$ cat src/rwu_consts.vh
// Constants of the reset and watchdog unit
`ifndef RWU_CONSTS_VH
`define RWU_CONSTS_VH
`define RWU_ADDR_CLR        8'h93
`define RWU_ADDR_PERIOD     8'h94
`define RWU_ADDR_POWER_REDUCE_CONTROL      8'haf
`define RWU_CLR_KEY         8'h55
`define RWU_CLR_RESET       8'h55
`define RWU_PERIOD_RESET    2'h0
`define RWU_POWER_REDUCE_CONTROL_BO_BIT    0
`define RWU_POWER_REDUCE_CONTROL_WDI_BIT   2
`define RWU_POWER_REDUCE_CONTROL_BO_RESET  1'b1
`define RWU_POWER_REDUCE_CONTROL_WDI_RESET 1'b0
`define RWU_LOW_FILT_LOG2   9
`define RWU_LVR_HOLD_LOG2   16
`define RWU_RING_HOLD       165
`define RWU_EXT_FILT_LOG2   13
`define RWU_EXT_HOLD_LOG2   7
`define RWU_WDT_BASE_LOG2   16
`define RWU_SYS_CLK_HZ      6000000
`define RWU_RING_CLK_HZ     32000
`endif

$ cat src/rwu_top.v
// Reset merger with supply and pin filters, and the watchdog timer
//
// Design decision made here: the strobed register port.
`include "rwu_consts.vh"

// What this block does
// RQ1 - Merge hardware, watchdog, resume, USB resets
// RQ2 - Power-on hold 2^16 clocks plus 165 ring
// RQ3 - Aux brown-out: 2^9 filter, long hold
// RQ4 - Aux brown-out active in every mode
// RQ5 - Core brown-out gated in power-down by bit0
// RQ6 - Bit2 keeps watchdog counting in idle
// RQ7 - Control register spared by watchdog reset
// RQ8 - Core brown-out: 2^9 filter, 2^16 hold
// RQ9 - Regulator brown-out: 2^9 filter, 2^16 hold
// RQ10 - Pin low over 2^13 clocks starts reset
// RQ11 - Pin release adds 2^7 clock hold
// RQ12 - Pin ignored during power-down
// RQ13 - Watchdog overflow raises system reset
// RQ14 - Watchdog cleared and running after reset
// RQ15 - Key 55h at 93h clears watchdog
// RQ16 - Period field selects 2^16 to 2^19
// RQ17 - New period loaded at key clear
// RQ18 - Stops without clock; resume restores defaults
// RQ19 - Watchdog registers reset by all sources
// RQ20 - Runs on the system clock only
// RQ21 - Idle stop holds the count
// RQ22 - Non-key writes leave counter alone
// RQ23 - Sources ORed; stretchers restart on reassert
module rwu_top #(
    parameter LVR_HOLD   = 65536,
    parameter EXT_FILT   = 8192,
    parameter WDT_BASE   = 65536,
    parameter RING_HOLD  = 165,
    parameter RING_DIV   = 188
) (
    input  wire       clk,
    input  wire       arst_n,
    input  wire       por_n,
    input  wire       aux_brownout_detector,
    input  wire       core_brownout_detector,
    input  wire       regulator_brownout_detector,
    input  wire       ext_reset_n,
    input  wire       resume_rst,
    input  wire       usb_rst,
    input  wire       idle_mode,
    input  wire       pd_mode,
    input  wire [7:0] addr,
    input  wire [7:0] wdata,
    input  wire       wr_en,
    input  wire       rd_en,
    output reg  [7:0] rdata,
    output reg        sys_rst,
    output reg        hw_rst,
    output reg        wdt_rst
);
    localparam LOW_FILT = 1 << `RWU_LOW_FILT_LOG2;
    localparam EXT_HOLD = 1 << `RWU_EXT_HOLD_LOG2;

    // Two-flop synchronisers for the seven reset and supply pins; idle_mode and pd_mode are used unsynchronised
    reg [6:0] s1_q;
    reg [6:0] s2_q;
    always @(posedge clk or negedge arst_n)
    begin
        if (!arst_n)
        begin
            s1_q <= 7'h00;
            s2_q <= 7'h00;
        end
        else
        begin
            s1_q <= {~por_n, aux_brownout_detector, core_brownout_detector,
                     regulator_brownout_detector, ~ext_reset_n, resume_rst, usb_rst};
            s2_q <= s1_q;
        end
    end
    wire por_s  = s2_q[6];
    wire aux_s  = s2_q[5];
    wire core_s = s2_q[4];
    wire reg_s  = s2_q[3];
    wire ext_s  = s2_q[2];
    wire res_s  = s2_q[1];
    wire usb_s  = s2_q[0];

    reg [7:0] ring_div_q;
    wire      ring_tick = (ring_div_q == 8'h00);
    always @(posedge clk or negedge arst_n)
    begin
        if (!arst_n)
            ring_div_q <= 8'h00;
        else if (ring_tick)
            ring_div_q <= RING_DIV[7:0] - 8'h01;
        else
            ring_div_q <= ring_div_q - 8'h01;
    end

    // Control bits read by the core filter and the watchdog below
    reg        prc_bo_q;
    reg        prc_wdi_q;

    // Low-supply filters, one per monitor
    wire [2:0] lo_act;
    wire [2:0] lo_in;
    // RQ5 core gated in power-down
    assign lo_in[0] = aux_s;
    assign lo_in[1] = core_s & ~(pd_mode & ~prc_bo_q);
    assign lo_in[2] = reg_s;
    genvar gi;
    generate
        for (gi = 0; gi < 3; gi = gi + 1)
        begin : g_filt
            // Own flops per monitor, so each bit has one driver
            reg [9:0] cnt_q;
            reg       act_q;
            assign lo_act[gi] = act_q;
            // RQ3 RQ8 RQ9 2^9 filter
            always @(posedge clk or negedge arst_n)
            begin
                if (!arst_n)
                begin
                    cnt_q <= 10'h000;
                    act_q <= 1'b0;
                end
                else if (!lo_in[gi])
                begin
                    cnt_q <= 10'h000;
                    act_q <= 1'b0;
                end
                else if (cnt_q >= LOW_FILT[9:0] - 10'h001)
                    act_q <= 1'b1;
                else
                    cnt_q <= cnt_q + 10'h001;
            end
        end
    endgenerate

    // Power-on and aux share one stretcher with ring tail
    reg [16:0] pa_cnt_q;
    reg [7:0]  pa_ring_q;
    reg        pa_rst_q;
    wire       pa_src = por_s | lo_act[0];
    // RQ2 RQ3 RQ4 RQ23 hold and restart
    always @(posedge clk or negedge arst_n)
    begin
        if (!arst_n)
        begin
            pa_cnt_q  <= 17'h00000;
            pa_ring_q <= 8'h00;
            pa_rst_q  <= 1'b1;
        end
        else if (pa_src)
        begin
            pa_cnt_q  <= 17'h00000;
            pa_ring_q <= 8'h00;
            pa_rst_q  <= 1'b1;
        end
        else if (pa_rst_q)
        begin
            if (pa_cnt_q < LVR_HOLD[16:0])
                pa_cnt_q <= pa_cnt_q + 17'h00001;
            else if (pa_ring_q < RING_HOLD[7:0])
            begin
                if (ring_tick)
                    pa_ring_q <= pa_ring_q + 8'h01;
            end
            else
                pa_rst_q <= 1'b0;
        end
    end

    // Core and regulator share a plain stretcher
    reg [16:0] lv_cnt_q;
    reg        lv_rst_q;
    // RQ8 RQ9 2^16 hold
    always @(posedge clk or negedge arst_n)
    begin
        if (!arst_n)
        begin
            lv_cnt_q <= 17'h00000;
            lv_rst_q <= 1'b0;
        end
        else if (lo_act[1] | lo_act[2])
        begin
            lv_cnt_q <= 17'h00000;
            lv_rst_q <= 1'b1;
        end
        else if (lv_rst_q)
        begin
            if (lv_cnt_q < LVR_HOLD[16:0] - 17'h00001)
                lv_cnt_q <= lv_cnt_q + 17'h00001;
            else
                lv_rst_q <= 1'b0;
        end
    end

    // External pin filter and hold
    reg [13:0] ex_cnt_q;
    reg        ex_act_q;
    reg [7:0]  ex_hold_q;
    reg        ex_rst_q;
    // RQ10 RQ12 width filter, off in power-down
    always @(posedge clk or negedge arst_n)
    begin
        if (!arst_n)
        begin
            ex_cnt_q <= 14'h0000;
            ex_act_q <= 1'b0;
        end
        else if (!ext_s || pd_mode)
        begin
            ex_cnt_q <= 14'h0000;
            ex_act_q <= 1'b0;
        end
        else if (ex_cnt_q >= EXT_FILT[13:0])
            ex_act_q <= 1'b1;
        else
            ex_cnt_q <= ex_cnt_q + 14'h0001;
    end
    // RQ11 2^7 hold after release
    always @(posedge clk or negedge arst_n)
    begin
        if (!arst_n)
        begin
            ex_hold_q <= 8'h00;
            ex_rst_q  <= 1'b0;
        end
        else if (ex_act_q)
        begin
            ex_hold_q <= 8'h00;
            ex_rst_q  <= 1'b1;
        end
        else if (ex_rst_q)
        begin
            if (ex_hold_q < EXT_HOLD[7:0] - 8'h01)
                ex_hold_q <= ex_hold_q + 8'h01;
            else
                ex_rst_q <= 1'b0;
        end
    end

    // Registers
    reg [1:0]  per_q;
    reg [1:0]  per_act_q;
    reg [19:0] wdt_cnt_q;
    reg        wdt_ovf_q;
    wire       hw_any  = pa_rst_q | lv_rst_q | ex_rst_q;
    wire       soft_rst = hw_any | usb_s | res_s;
    wire       clr_wr  = wr_en && (addr == `RWU_ADDR_CLR);
    // RQ15 RQ22 key only
    wire       key_hit = clr_wr && (wdata == `RWU_CLR_KEY);
    // RQ7 not cleared by watchdog reset
    always @(posedge clk or negedge arst_n)
    begin
        if (!arst_n)
        begin
            prc_bo_q  <= `RWU_POWER_REDUCE_CONTROL_BO_RESET;
            prc_wdi_q <= `RWU_POWER_REDUCE_CONTROL_WDI_RESET;
        end
        else if (soft_rst)
        begin
            prc_bo_q  <= `RWU_POWER_REDUCE_CONTROL_BO_RESET;
            prc_wdi_q <= `RWU_POWER_REDUCE_CONTROL_WDI_RESET;
        end
        else if (wr_en && addr == `RWU_ADDR_POWER_REDUCE_CONTROL)
        begin
            prc_bo_q  <= wdata[`RWU_POWER_REDUCE_CONTROL_BO_BIT];
            prc_wdi_q <= wdata[`RWU_POWER_REDUCE_CONTROL_WDI_BIT];
        end
    end

    wire [19:0] wdt_lim = (WDT_BASE[19:0] << per_act_q) - 20'h00001;
    // RQ6 RQ21 idle hold keeps value
    wire        wdt_run = !pd_mode && !(idle_mode && !prc_wdi_q);
    // RQ13 RQ14 RQ16 RQ17 RQ18 RQ19 RQ20 watchdog
    always @(posedge clk or negedge arst_n)
    begin
        if (!arst_n)
        begin
            per_q     <= `RWU_PERIOD_RESET;
            per_act_q <= `RWU_PERIOD_RESET;
            wdt_cnt_q <= 20'h00000;
            wdt_ovf_q <= 1'b0;
        end
        else if (soft_rst || wdt_ovf_q)
        begin
            // Overflow lasts one cycle then restarts from zero
            per_q     <= `RWU_PERIOD_RESET;
            per_act_q <= `RWU_PERIOD_RESET;
            wdt_cnt_q <= 20'h00000;
            wdt_ovf_q <= 1'b0;
        end
        else
        begin
            if (wr_en && addr == `RWU_ADDR_PERIOD)
                per_q <= wdata[1:0];
            if (key_hit)
            begin
                wdt_cnt_q <= 20'h00000;
                per_act_q <= per_q;
            end
            else if (wdt_run)
            begin
                if (wdt_cnt_q >= wdt_lim)
                    wdt_ovf_q <= 1'b1;
                else
                    wdt_cnt_q <= wdt_cnt_q + 20'h00001;
            end
        end
    end

    // Outputs and read port
    // RQ1 RQ23 OR of all sources
    always @(posedge clk or negedge arst_n)
    begin
        if (!arst_n)
        begin
            sys_rst <= 1'b1;
            hw_rst  <= 1'b1;
            wdt_rst <= 1'b0;
            rdata   <= 8'h00;
        end
        else
        begin
            sys_rst <= soft_rst | wdt_ovf_q;
            hw_rst  <= hw_any;
            wdt_rst <= wdt_ovf_q;
            if (rd_en && addr == `RWU_ADDR_PERIOD)
                rdata <= {6'h00, per_q};
            else if (rd_en && addr == `RWU_ADDR_POWER_REDUCE_CONTROL)
                rdata <= {5'h00, prc_wdi_q, 1'b0, prc_bo_q};
            else
                rdata <= 8'h00;
        end
    end
endmodule // rwu_top

$ cat config.mk
export PLATFORM = sky130hd
export DESIGN_NAME = rwu_top
export DESIGN_NICKNAME = d
export VERILOG_FILES = /design/src/rwu_top.v
export VERILOG_INCLUDE_DIRS = /design/src
export SDC_FILE = /design/constraint.sdc
export NUM_CORES = 1
export LEC_CHECK = 0
export BUFFER_PORTS_ARGS = -buffer_cell sky130_fd_sc_hd__buf_2
export CAP_MARGIN = 20
export CORE_ASPECT_RATIO = 0.8
export CORE_MARGIN = 2
export CORE_UTILIZATION = 55
export DETAILED_ROUTE_END_ITERATION = 10
export PLACE_DENSITY = 0.7
export SLEW_MARGIN = 15
export SYNTH_ARGS = -nofsm -noshare
export SYNTH_HDL_FRONTEND = slang
export SYNTH_SLANG_ARGS = --single-unit
$ cat constraint.sdc
create_clock -name clk -period 5.1 [get_ports clk]
set_clock_uncertainty 0.2 [all_clocks]
set_input_delay 0.255 -clock clk [delete_from_list [all_inputs] [get_ports clk]]
set_output_delay 0.255 -clock clk [all_outputs]
set_load 0.1 [all_outputs]
==> results of run 1 <==
## repair_timing
item,in CTS,in global routing
endpoints found under the setup margin,0,0
hold buffers,15,0
setup buffers,0,0
hold endpoints to repair,123,0
## cell type report
class                           count  area, sq um
Fill cell                        1093         4820
Sequential cell                   156         3910
Multi-Input combinational cell    540         3400
Clock buffer                       19          443
Timing Repair Buffer               50          334
Tap cell                          180          225
Clock inverter                     13          190
Inverter                           23         86.3
## per-layer routing
metal  part of all wire [%]  vias to the layer above
li1                       -                     2701
met1                     48                     2754
met2                     47                       98
met3                    3.6                       13
met4                    1.0                        0
met5                      0                        -
## per-stage QoR
step | cell area (sq um) | total power [mW] | setup WS, ps
2_1_floorplan | 7500 | 1.33 | 2800
3_3_place_gp | 7800 | 1.37 | 2290
3_5_place_dp | 7810 | 1.38 | 2590
4_1_cts | 8590 | 2.73 | 2540
5_1_grt | 8590 | 2.80 | 2370
6_report | 8590 | 2.70 | 2530
## power breakdown
| group | total (mW) | switching (mW) | internal, mW |
|---|---|---|---|
| Sequential | 1.26 | 0.0112 | 1.25 |
| Clock | 1.34 | 0.504 | 0.835 |
| Combinational | 0.0982 | 0.0666 | 0.0315 |
## kinds of logic (layout without fill, tap and decap cells)
family	Yosys count	after routing
buffers and inverters	45	105
other	2	6
XOR/XNOR	75	75
AO/OA/AOI/OAI	99	99
AND/OR/NAND/NOR	332	332
flip-flops	156	156
adder cells (fa/ha/maj)	17	17
multiplexers	11	11
## worst max-delay path: cells and delay by family, from the launching register on
family	cells	cell delay, ps
AOI/OAI and AO/OA	1	170
and+or+nand+nor	4	1440
adders and majority gates	1	180
buffers and inverters	1	90
DFF	1	400
## Yosys cell counts (2+ instances only)
cell | n | area [sq um]
buf_2 | 2 | 10.0
o21ai_0 | 14 | 70.1
clkbuf_1 | 14 | 52.6
or2_2 | 5 | 31.3
or4_1 | 8 | 60.1
nor2_1 | 93 | 349
a41oi_1 | 6 | 52.6
a21oi_1 | 29 | 145
a211oi_1 | 7 | 52.6
a2111oi_0 | 4 | 35.0
o211ai_1 | 6 | 45.0
mux2i_1 | 11 | 110
xnor2_1 | 35 | 307
nor2b_1 | 10 | 62.6
nor4b_1 | 2 | 17.5
nand3_1 | 34 | 170
o31ai_1 | 4 | 30.0
nand2_1 | 58 | 218
a211o_1 | 2 | 17.5
o21a_1 | 5 | 37.5
or3_1 | 8 | 50.1
xor2_1 | 40 | 350
a21boi_0 | 2 | 15.0
inv_1 | 23 | 86.3
o31a_1 | 3 | 26.3
or3_4 | 2 | 22.5
buf_4 | 5 | 37.5
nor4_1 | 10 | 62.6
dfrtp_1 | 152 | 3800
and2_1 | 21 | 131
nand4b_1 | 3 | 26.3
nand4_1 | 24 | 150
a31oi_1 | 7 | 43.8
and4_1 | 13 | 114
nand3b_1 | 3 | 22.5
dfstp_2 | 4 | 105
and3_1 | 12 | 75.1
ha_1 | 17 | 213
conb_1 | 2 | 7.51
o2111ai_1 | 4 | 35.0
nand2b_1 | 5 | 31.3
nor3_1 | 15 | 75.1
## state kept, by name, indices dropped and copies added (netlist names), 2 cells and up
| signal | count |
|---|---|
| pa_ring_q | 8 |
| ex_cnt_q | 14 |
| per_q | 2 |
| ex_hold_q | 8 |
| pa_cnt_q | 17 |
| s1_q | 7 |
| wdt_cnt_q | 20 |
| g_filt.cnt_q | 30 |
| g_filt.act_q | 3 |
| s2_q | 7 |
| per_act_q | 2 |
| lv_cnt_q | 17 |
| rdata | 3 |
| ring_div_q | 8 |
## final timing paths
| check | start | to | slack (ps) | cells past startpoint |
|---|---|---|---|---|
| setup / recovery | ring_div_q[0] | pa_ring_q[6] | 2530 | 7 |
| hold / removal | addr[1] | rdata[1] | 30 | 3 |
| setup reg to reg | ring_div_q[0] | pa_ring_q[6] | 2530 | 7 |
| hold reg to reg | s1_q[6] | s2_q[6] | 150 | 0 |
| max in group asynchronous | arst_n | pa_rst_q | 3200 | 3 |
| min in group asynchronous | arst_n | g_filt[1].cnt_q[6] | 320 | 2 |
==> results by group, run 1 <==
Run status
  • Status: complete, no violations

Global route
  • Vias in the first global route: 5,447
  • First-pass GRT wire length: 24,700 um
  • Busiest layer in global routing: met2
  • GRT Overall Usage: 21.2%
  • Largest net degree at the start of global routing: 113
  • M2 GR Usage: 34.9%
  • M1 GR Usage: 27.6%
  • Met3 usage: 5.44%
  • GR Overflow Total: 0
  • Initial antenna violation count: 0

Logic synthesis
  • Cells after Synth: 737
  • Avg Cell Area, Syn: 10.2 sq um
  • Synth Area in Compound Gates: 8.81%
  • Synth Area in XOR/XNOR: 8.77%
  • Sequential area share after synthesis: 52.2%
  • Mux contribution to synthesized area: 1.47%
  • Post-synth EDFFs: 0
  • Yosys cell types: 55
  • Largest family of logic cells by synthesized area: simple AND/OR/NAND/NOR gates
  • #FFs+latches synth: 156
  • Adder-cell share of the synthesized area: 2.84%
  • Most used DFF post-synth: dfrtp_1
  • FFs w/ async S/R, synth: 100%
  • Post-Syn Area: 0.00749 sq mm
  • Yosys warning total: 0
  • Simple-gate share of the synthesized area: 23.2%

Die
  • Die Y: 108 um
  • Die Area: 0.0146 sq mm
  • Initial Utilization: 55.9%
  • I/O pin count: 40
  • FP Rows: 38
  • Die Width: 134 um
  • Core area: 0.0134 sq mm

STA
  • Final hold vios: 0
  • Final setup fails: 0
  • F_max: 0.389 GHz
  • Slew HR: 34.6%
  • Worst-margin pin slew: 982 ps
  • Crit path time final: 2570 ps
  • Hold Slack: 31.5 ps
  • Unrepaired setup endpoints after global routing: no
  • Slew Limit Fails: 0
  • Fin crit share: 50.4%
  • Setup TNS: 0 ps

Pwr
  • Power Dens Cells: 314 mW/mm^2
  • Maximum vdd drop: 0.000229 V
  • Leakage power: 3.71 nW

Layout
  • Ratio of cells with drive above 1 in the final layout: 10.2%
  • Final Non-Filler Cells: 981
  • Nets@finish: 834
  • Synthesis-to-finish area growth: 14.7%
  • Most frequent cells in the layout: dfrtp_1 (152), nor2_1 (93), nand2_1 (58), xor2_1 (40), xnor2_1 (35)
  • Fin util: 64.1%
  • Ant diodes: 0
  • Leading cell type in the layout, fill and taps excluded: dfrtp_1

Critical path
  • CP Cell Sequence: inv_1, ha_1, nor3b_1, nand2_1, or4_1, or3_1, a21oi_1
  • Crit path required time: 5240 ps
  • WS Path Type: flip-flop to flip-flop
  • Worst Path Arrival: 2710 ps
  • Startpoint Class: flip-flop
  • Max FO, Critical Path: 6
  • Setup crit end kind: flip-flop
  • Max stage delay cell, worst path: or4_1
  • Slowest stage delay, CP: 580 ps

Drt
  • First DRT Iteration DRCs: 326
  • DRC violations left: 0
  • Remaining antenna violation count: 0
  • Final wirelength: 14,300 um
  • DR WL/cell: 14.6 um
  • Vias: 5,566
  • Via-to-Cell Ratio: 5.67
  • DR pass1 iterations: 4

Placed design
  • GPL Wtd Cong: 0.800
  • Count of input and output buffers: 34
  • Final HPWL DP: 9550 um
  • Placed Cells incl. Taps: 934

Clocking
  • PostCTS Resize Cnt: 0
  • CTS tree: done
  • Clock Path Buffers: 2
  • Worst-path clk slew: 60 ps
  • Clk root buf: clkbuf_16
  • CTS H-tree lvls: 4
  • Clock Latency Late Sink: 420 ps
  • CTS sink cnt: 156
  • Inserted Clock Buffers: 17

Min path
  • Worst hold path class: input port to flip-flop

Job
  • Max Cap Viol: 0
(Power assumes the default switching activity.)
==> run 2: changes to the inputs <==
PLACE_DENSITY = 0.73   (was 0.7)
clock period = 2.15 ns   (was 5.1 ns; I/O delays follow)
==> results by group, run 2 (same netlist as run 1, synthesis figures left out) <==
Run status
  • Status: complete, but fails checks
  • Failing checks: setup timing

Critical path
  • Setup crit end kind: flip-flop
  • Crit path required time: 2260 ps (-2980 ps)
  • End of the critical path: wdt_cnt_q[8]
  • RR Startpoint: wdt_cnt_q[19]
  • R2R cell count: 7 (unchanged)
  • R2r setup slk: -110 ps (-2640 ps)
  • WS Path Type: flip-flop to flip-flop
  • Startpoint Class: flip-flop
  • Worst Path Arrival: 2370 ps (-340 ps)
  • Worst reg2reg endpoint: wdt_cnt_q[8]
  • Max FO, Critical Path: 3 (-3)
  • Crit path launch: wdt_cnt_q[19]

STA
  • Setup TNS: -847 ps (-847 ps)
  • F_max: 0.442 GHz (+14%)
  • Worst-margin pin slew: 582 ps (-400 ps)
  • Slew Limit Fails: 0 (unchanged)
  • Hold Slack: 64.4 ps (+32.9 ps)
  • Final hold vios: 0 (unchanged)
  • Final setup fails: 16 (+16)
  • Unrepaired setup endpoints after global routing: yes
  • Crit path time final: 2260 ps (-309 ps)
  • Slew HR: 60.8% (+26 points)
  • Fin crit share: 105% (+55 points)
  • Setup WS post-layout: -110 ps (-2640 ps)

Placed design
  • GPL Wtd Cong: 0.864 (+8.1%)
  • Final HPWL DP: 10,400 um (+8.4%)
  • Count of input and output buffers: 34 (unchanged)

Global route
  • First-pass GRT wire length: 27,200 um (+10%)
  • Initial antenna violation count: 0 (unchanged)
  • Largest net degree at the start of global routing: 51 (-55%)
  • GRT Overall Usage: 23.3% (+2.2 points)
  • GR Overflow Total: 0 (unchanged)
  • Vias in the first global route: 5,949 (+9.2%)

Clocking
  • CTS tree: done
  • Clk root buf: clkbuf_16
  • CTS H-tree lvls: 4 (unchanged)
  • Clock Latency Late Sink: 420 ps (about the same)
  • CTS sink cnt: 156 (unchanged)
  • Inserted Clock Buffers: 17 (unchanged)
  • Worst-path clk slew: 60 ps (about the same)
  • Clock Path Buffers: 2 (unchanged)

Layout
  • Most frequent cells in the layout: dfrtp_1 (151), nor2_1 (85), nand2_1 (56), buf_4 (56), xor2_1 (40)
  • Ratio of cells with drive above 1 in the final layout: 22.7% (+12 points)
  • Max reg flops: 30 (unchanged)
  • Largest reg by FF count: g_filt.cnt_q
  • Nets@finish: 910 (+9.1%)
  • Synthesis-to-finish area growth: 27.9%
  • Leading cell type in the layout, fill and taps excluded: dfrtp_1
  • Ant diodes: 0 (unchanged)
  • Top Registers: g_filt.cnt_q x30, wdt_cnt_q x20

Drt
  • Vias: 6,073 (+9.1%)
  • DRC violations left: 0 (unchanged)
  • DR WL/cell: 16.2 um (+11%)
  • Via-to-Cell Ratio: 5.75 (+1.3%)
  • Remaining antenna violation count: 0 (unchanged)
  • DR pass1 iterations: 5 (+1)
  • First DRT Iteration DRCs: 341 (+4.6%)
  • Final wirelength: 17,100 um (+20%)

Die
  • Die Width: 134 um (unchanged)
  • Die Area: 0.0146 sq mm (unchanged)
  • Die Y: 108 um (unchanged)
  • FP Rows: 38 (unchanged)
  • Core area: 0.0134 sq mm (unchanged)
  • Initial Utilization: 55.9% (unchanged)
  • I/O pin count: 40 (unchanged)

Pwr
  • Power Dens Cells: 655 mW/mm^2 (+110%)
  • Leakage power: 4.13 nW (+11%)
  • Maximum vdd drop: 0.000673 V (+190%)

Min path
  • Worst hold path class: input port to flip-flop

Job
  • Max Cap Viol: 0 (unchanged)
## run 2: routing by layer
layer | vias up | global-route usage (%) | part of all wire [%]
met3 | 45 | 5.53 | 4.0
li1 | 2845 | - | -
met4 | 0 | 10.6 | 3.1
met1 | 3022 | 30.0 | 44
met2 | 161 | 38.0 | 49
met5 | - | 0 | 0
## run 2: worst min-delay path by stage
stage	cells after the start	slack, ps	endpoint	startpoint
after global placement	1	-130	g_filt[1].cnt_q[3]	arst_n
after floorplan	0	-390	ex_act_q	arst_n
after detailed placement	1	-120	g_filt[1].cnt_q[3]	arst_n
after global routing	6	90	per_act_q[0]	wdata[3]
final	6	60	per_act_q[0]	wdata[3]
after CTS	5	20	prc_bo_q	addr[0]
## run 2: timing repair
item / 4_1_cts / 5_1_grt
setup endpoints to repair: 20 / 36
hold endpoints to repair: 171 / 0
setup buffers: 1 / 10
hold buffers: 27 / 0
pin swaps: 14 / 23
gates resized for setup: 24 / 58
## run 2: area by class of cell
class,instances,area [sq um]
inverters,23,86.3
fillers,923,3830
clock inverters,5,80.1
flip-flops and latches,156,3910
repair buffers,126,991
well taps,180,225
clock buffers,27,513
multi-input cells,540,3770
## run 2: per-stage QoR
step / setup WS, ps / instance area, sq um / power [mW] / util [%] / cells
global route: -196 / 9580 / 6.48 / 71.4 / 1057
CTS: -30.3 / 9210 / 6.30 / 68.7 / 1047
detailed placement: -175 / 8240 / 3.28 / 61.5 / 987
finish: -110 / 9580 / 6.27 / 71.4 / 1057
global placement: -85.5 / 8240 / 3.27 / 61.5 / 986
floorplan: -72.5 / 7510 / 3.16 / - / 741
## run 2: where the power goes
part	leakage, nW	internal, mW	switching (mW)
clock	0.284	1.86	1.13
combinational	1.74	0.0987	0.182
sequential	2.10	2.97	0.0280
## run 2: worst max-delay path, stage by stage (launching register included)
cell and delay, ps:
dfrtp_1 420, ha_4 320, buf_6 100, nand4_1 180, or3_4 450, o211ai_1 220, xor2_1 190, nor2_1 60
==> run 3: changes to the inputs <==
CORE_UTILIZATION = 34   (was 55)
PLACE_DENSITY = 0.48   (was 0.73)
==> results by group, run 3 (same netlist as run 1, synthesis figures left out) <==
Layout
  • Synthesis-to-finish area growth: 31.8%
  • Max reg flops: 30 (unchanged)
  • Leading cell type in the layout, fill and taps excluded: dfrtp_1
  • Nets@finish: 915 (+0.55%)
  • Ratio of cells with drive above 1 in the final layout: 24.3% (+1.6 points)
  • Largest reg by FF count: g_filt.cnt_q
  • Most frequent cells in the layout: dfrtp_1 (152), nor2_1 (81), buf_4 (62), nand2_1 (57), xor2_1 (39)
  • Top Registers: g_filt.cnt_q x30, wdt_cnt_q x20
  • Ant diodes: 0 (unchanged)

Die
  • FP Rows: 48 (+26%)
  • Die Width: 170 um (+26%)
  • Initial Utilization: 34.6% (-21 points)
  • Core area: 0.0216 sq mm (+61%)
  • Die Y: 137 um (+26%)
  • I/O pin count: 40 (unchanged)
  • Die Area: 0.0232 sq mm (+59%)

Clocking
  • CTS H-tree lvls: 4 (unchanged)
  • Clock Path Buffers: 2 (unchanged)
  • Inserted Clock Buffers: 17 (unchanged)
  • CTS tree: done
  • Clock Latency Late Sink: 430 ps (about the same)
  • Worst-path clk slew: 60 ps (about the same)
  • Clk root buf: clkbuf_16
  • CTS sink cnt: 156 (unchanged)

Placed design
  • Final HPWL DP: 10,600 um (+2.2%)
  • GPL Wtd Cong: 0.816 (-5.5%)
  • Count of input and output buffers: 34 (unchanged)

Global route
  • First-pass GRT wire length: 27,600 um (+1.3%)
  • Vias in the first global route: 5,816 (-2.2%)
  • Initial antenna violation count: 0 (unchanged)
  • GR Overflow Total: 0 (unchanged)
  • GRT Overall Usage: 14.8% (-8.5 points)
  • Largest net degree at the start of global routing: 57 (+12%)

Drt
  • DRC violations left: 0 (unchanged)
  • Vias: 5,824 (-4.1%)
  • Final wirelength: 16,400 um (-4.3%)
  • Remaining antenna violation count: 0 (unchanged)
  • First DRT Iteration DRCs: 389 (+14%)
  • Via-to-Cell Ratio: 5.03 (-12%)
  • DR pass1 iterations: 4 (-1)
  • DR WL/cell: 14.2 um (-13%)

Critical path
  • CP Cell Sequence: or3_4, or3_4, or2_1, or2_4, buf_6, a21oi_1
  • Worst Path Arrival: 2340 ps (-30 ps)
  • Crit path required time: 2300 ps (+40 ps)
  • Most frequent CP cell: or3_4
  • WS Path Type: flip-flop to flip-flop
  • Max stage delay cell, worst path: or3_4
  • Slowest stage delay, CP: 400 ps (-50 ps)
  • Cell family with most CP delay: simple AND/OR/NAND/NOR gates
  • Max FO, Critical Path: 8 (+5)
  • Startpoint Class: flip-flop
  • CP bufs+invs: 1 (unchanged)
  • Setup crit end kind: flip-flop

Run status
  • Status: complete, but fails checks
  • Failing checks: setup timing

STA
  • Final hold vios: 0 (unchanged)
  • Setup WS post-layout: -36.8 ps (+73.4 ps)
  • F_max: 0.457 GHz (+3.4%)
  • Worst-margin pin slew: 637 ps (+54.5 ps)
  • Final setup fails: 11 (-5)
  • Unrepaired setup endpoints after global routing: yes
  • Hold Slack: 36.9 ps (-27.5 ps)
  • Slew HR: 57.4% (-3.4 points)
  • Fin crit share: 102% (-3.4 points)
  • Crit path time final: 2190 ps (-73.4 ps)
  • Slew Limit Fails: 0 (unchanged)

Pwr
  • Power Dens Cells: 676 mW/mm^2 (+3.2%)
  • Maximum vdd drop: 0.000522 V (-22%)
  • Total power: 6.67 mW (+6.3%)
  • Leakage power: 4.19 nW (+1.4%)

Min path
  • Worst hold path class: input port to flip-flop

Job
  • Max Cap Viol: 0 (unchanged)
run 3: cell types whose count changed in the layout (fill, tap and decap cells not counted), sizes merged:
cell          previous run  this run
clkbuf                  27        19
buf                     99       106
bufinv                   2         5
clkinv                   1         3
inv                     23        25
clkinvlp                 2         3
dlygate4sd3             26        25
dlymetal6s4s             1         0
run 3: power breakdown:
| group | leakage [nW] | total [mW] | switching (mW) | internal, mW |
|---|---|---|---|---|
| clock network | 0.316 | 3.39 | 1.26 | 2.13 |
| registers | 2.10 | 3.00 | 0.0276 | 2.97 |
| logic | 1.77 | 0.277 | 0.177 | 0.0999 |
| total | 4.19 | 6.67 | 1.47 | 5.20 |
run 3: final cells by class:
cell class	count	area [sq um]
multi-input cells	540	3820
repair buffers	131	1040
inverters	23	86.3
clock buffers	19	453
flip-flops and latches	156	3910
clock inverters	13	213
fillers	1997	11800
well taps	275	344
run 3: metrics by stage:
step | utilization (%) | area, sq um | cells | setup slack [ps] | TNS [ps]
floorplan | - | 7510 | 741 | -72.5 | -315
global placement | 38.8 | 8400 | 1088 | -137 | -774
detailed placement | 38.8 | 8400 | 1088 | -154 | -1190
CTS | 43.8 | 9460 | 1149 | -36.9 | -183
global route | 45.6 | 9870 | 1157 | -87.0 | -1350
finish | 45.6 | 9870 | 1157 | -36.8 | -133
run 3: timing repair:
item / 4_1_cts / 5_1_grt
pin swaps: 13 / 21
gates cloned: 0 / 0
endpoints found under the setup margin: 22 / 28
endpoints found under the hold margin: 171 / 0
resized for setup: 23 / 68
buffers inserted: 3 / 8
hold buffers: 26 / 0
run 3: metal layers:
metal  vias to the layer above  part of all wire, %  GRT usage, %
met3                        12                  2.9          3.12
li1                       2857                    -             -
met5                         -                    0             0
met4                         0                  1.0          4.84
met2                        91                   45          23.5
met1                      2864                   51          20.3
run 3: final timing paths:
| path | to | from | cells past startpoint | slack [ps] |
|---|---|---|---|---|
| max | wdt_cnt_q[10] | lv_rst_q | 6 | -40 |
| min reg2reg | s2_q[0] | s1_q[0] | 0 | 150 |
| max reg2reg | wdt_cnt_q[10] | lv_rst_q | 6 | -40 |
| max in group asynchronous | pa_rst_q | arst_n | 4 | 730 |
| min in group asynchronous | wdt_cnt_q[10] | arst_n | 3 | 430 |
| min | prc_bo_q | wr_en | 5 | 40 |
run 3: worst min-delay path, stage by stage:
cell     delay (ps)
buf_2           100
nand2_1         110
nor4_2           80
nor2b_1         110
a211o_1         120
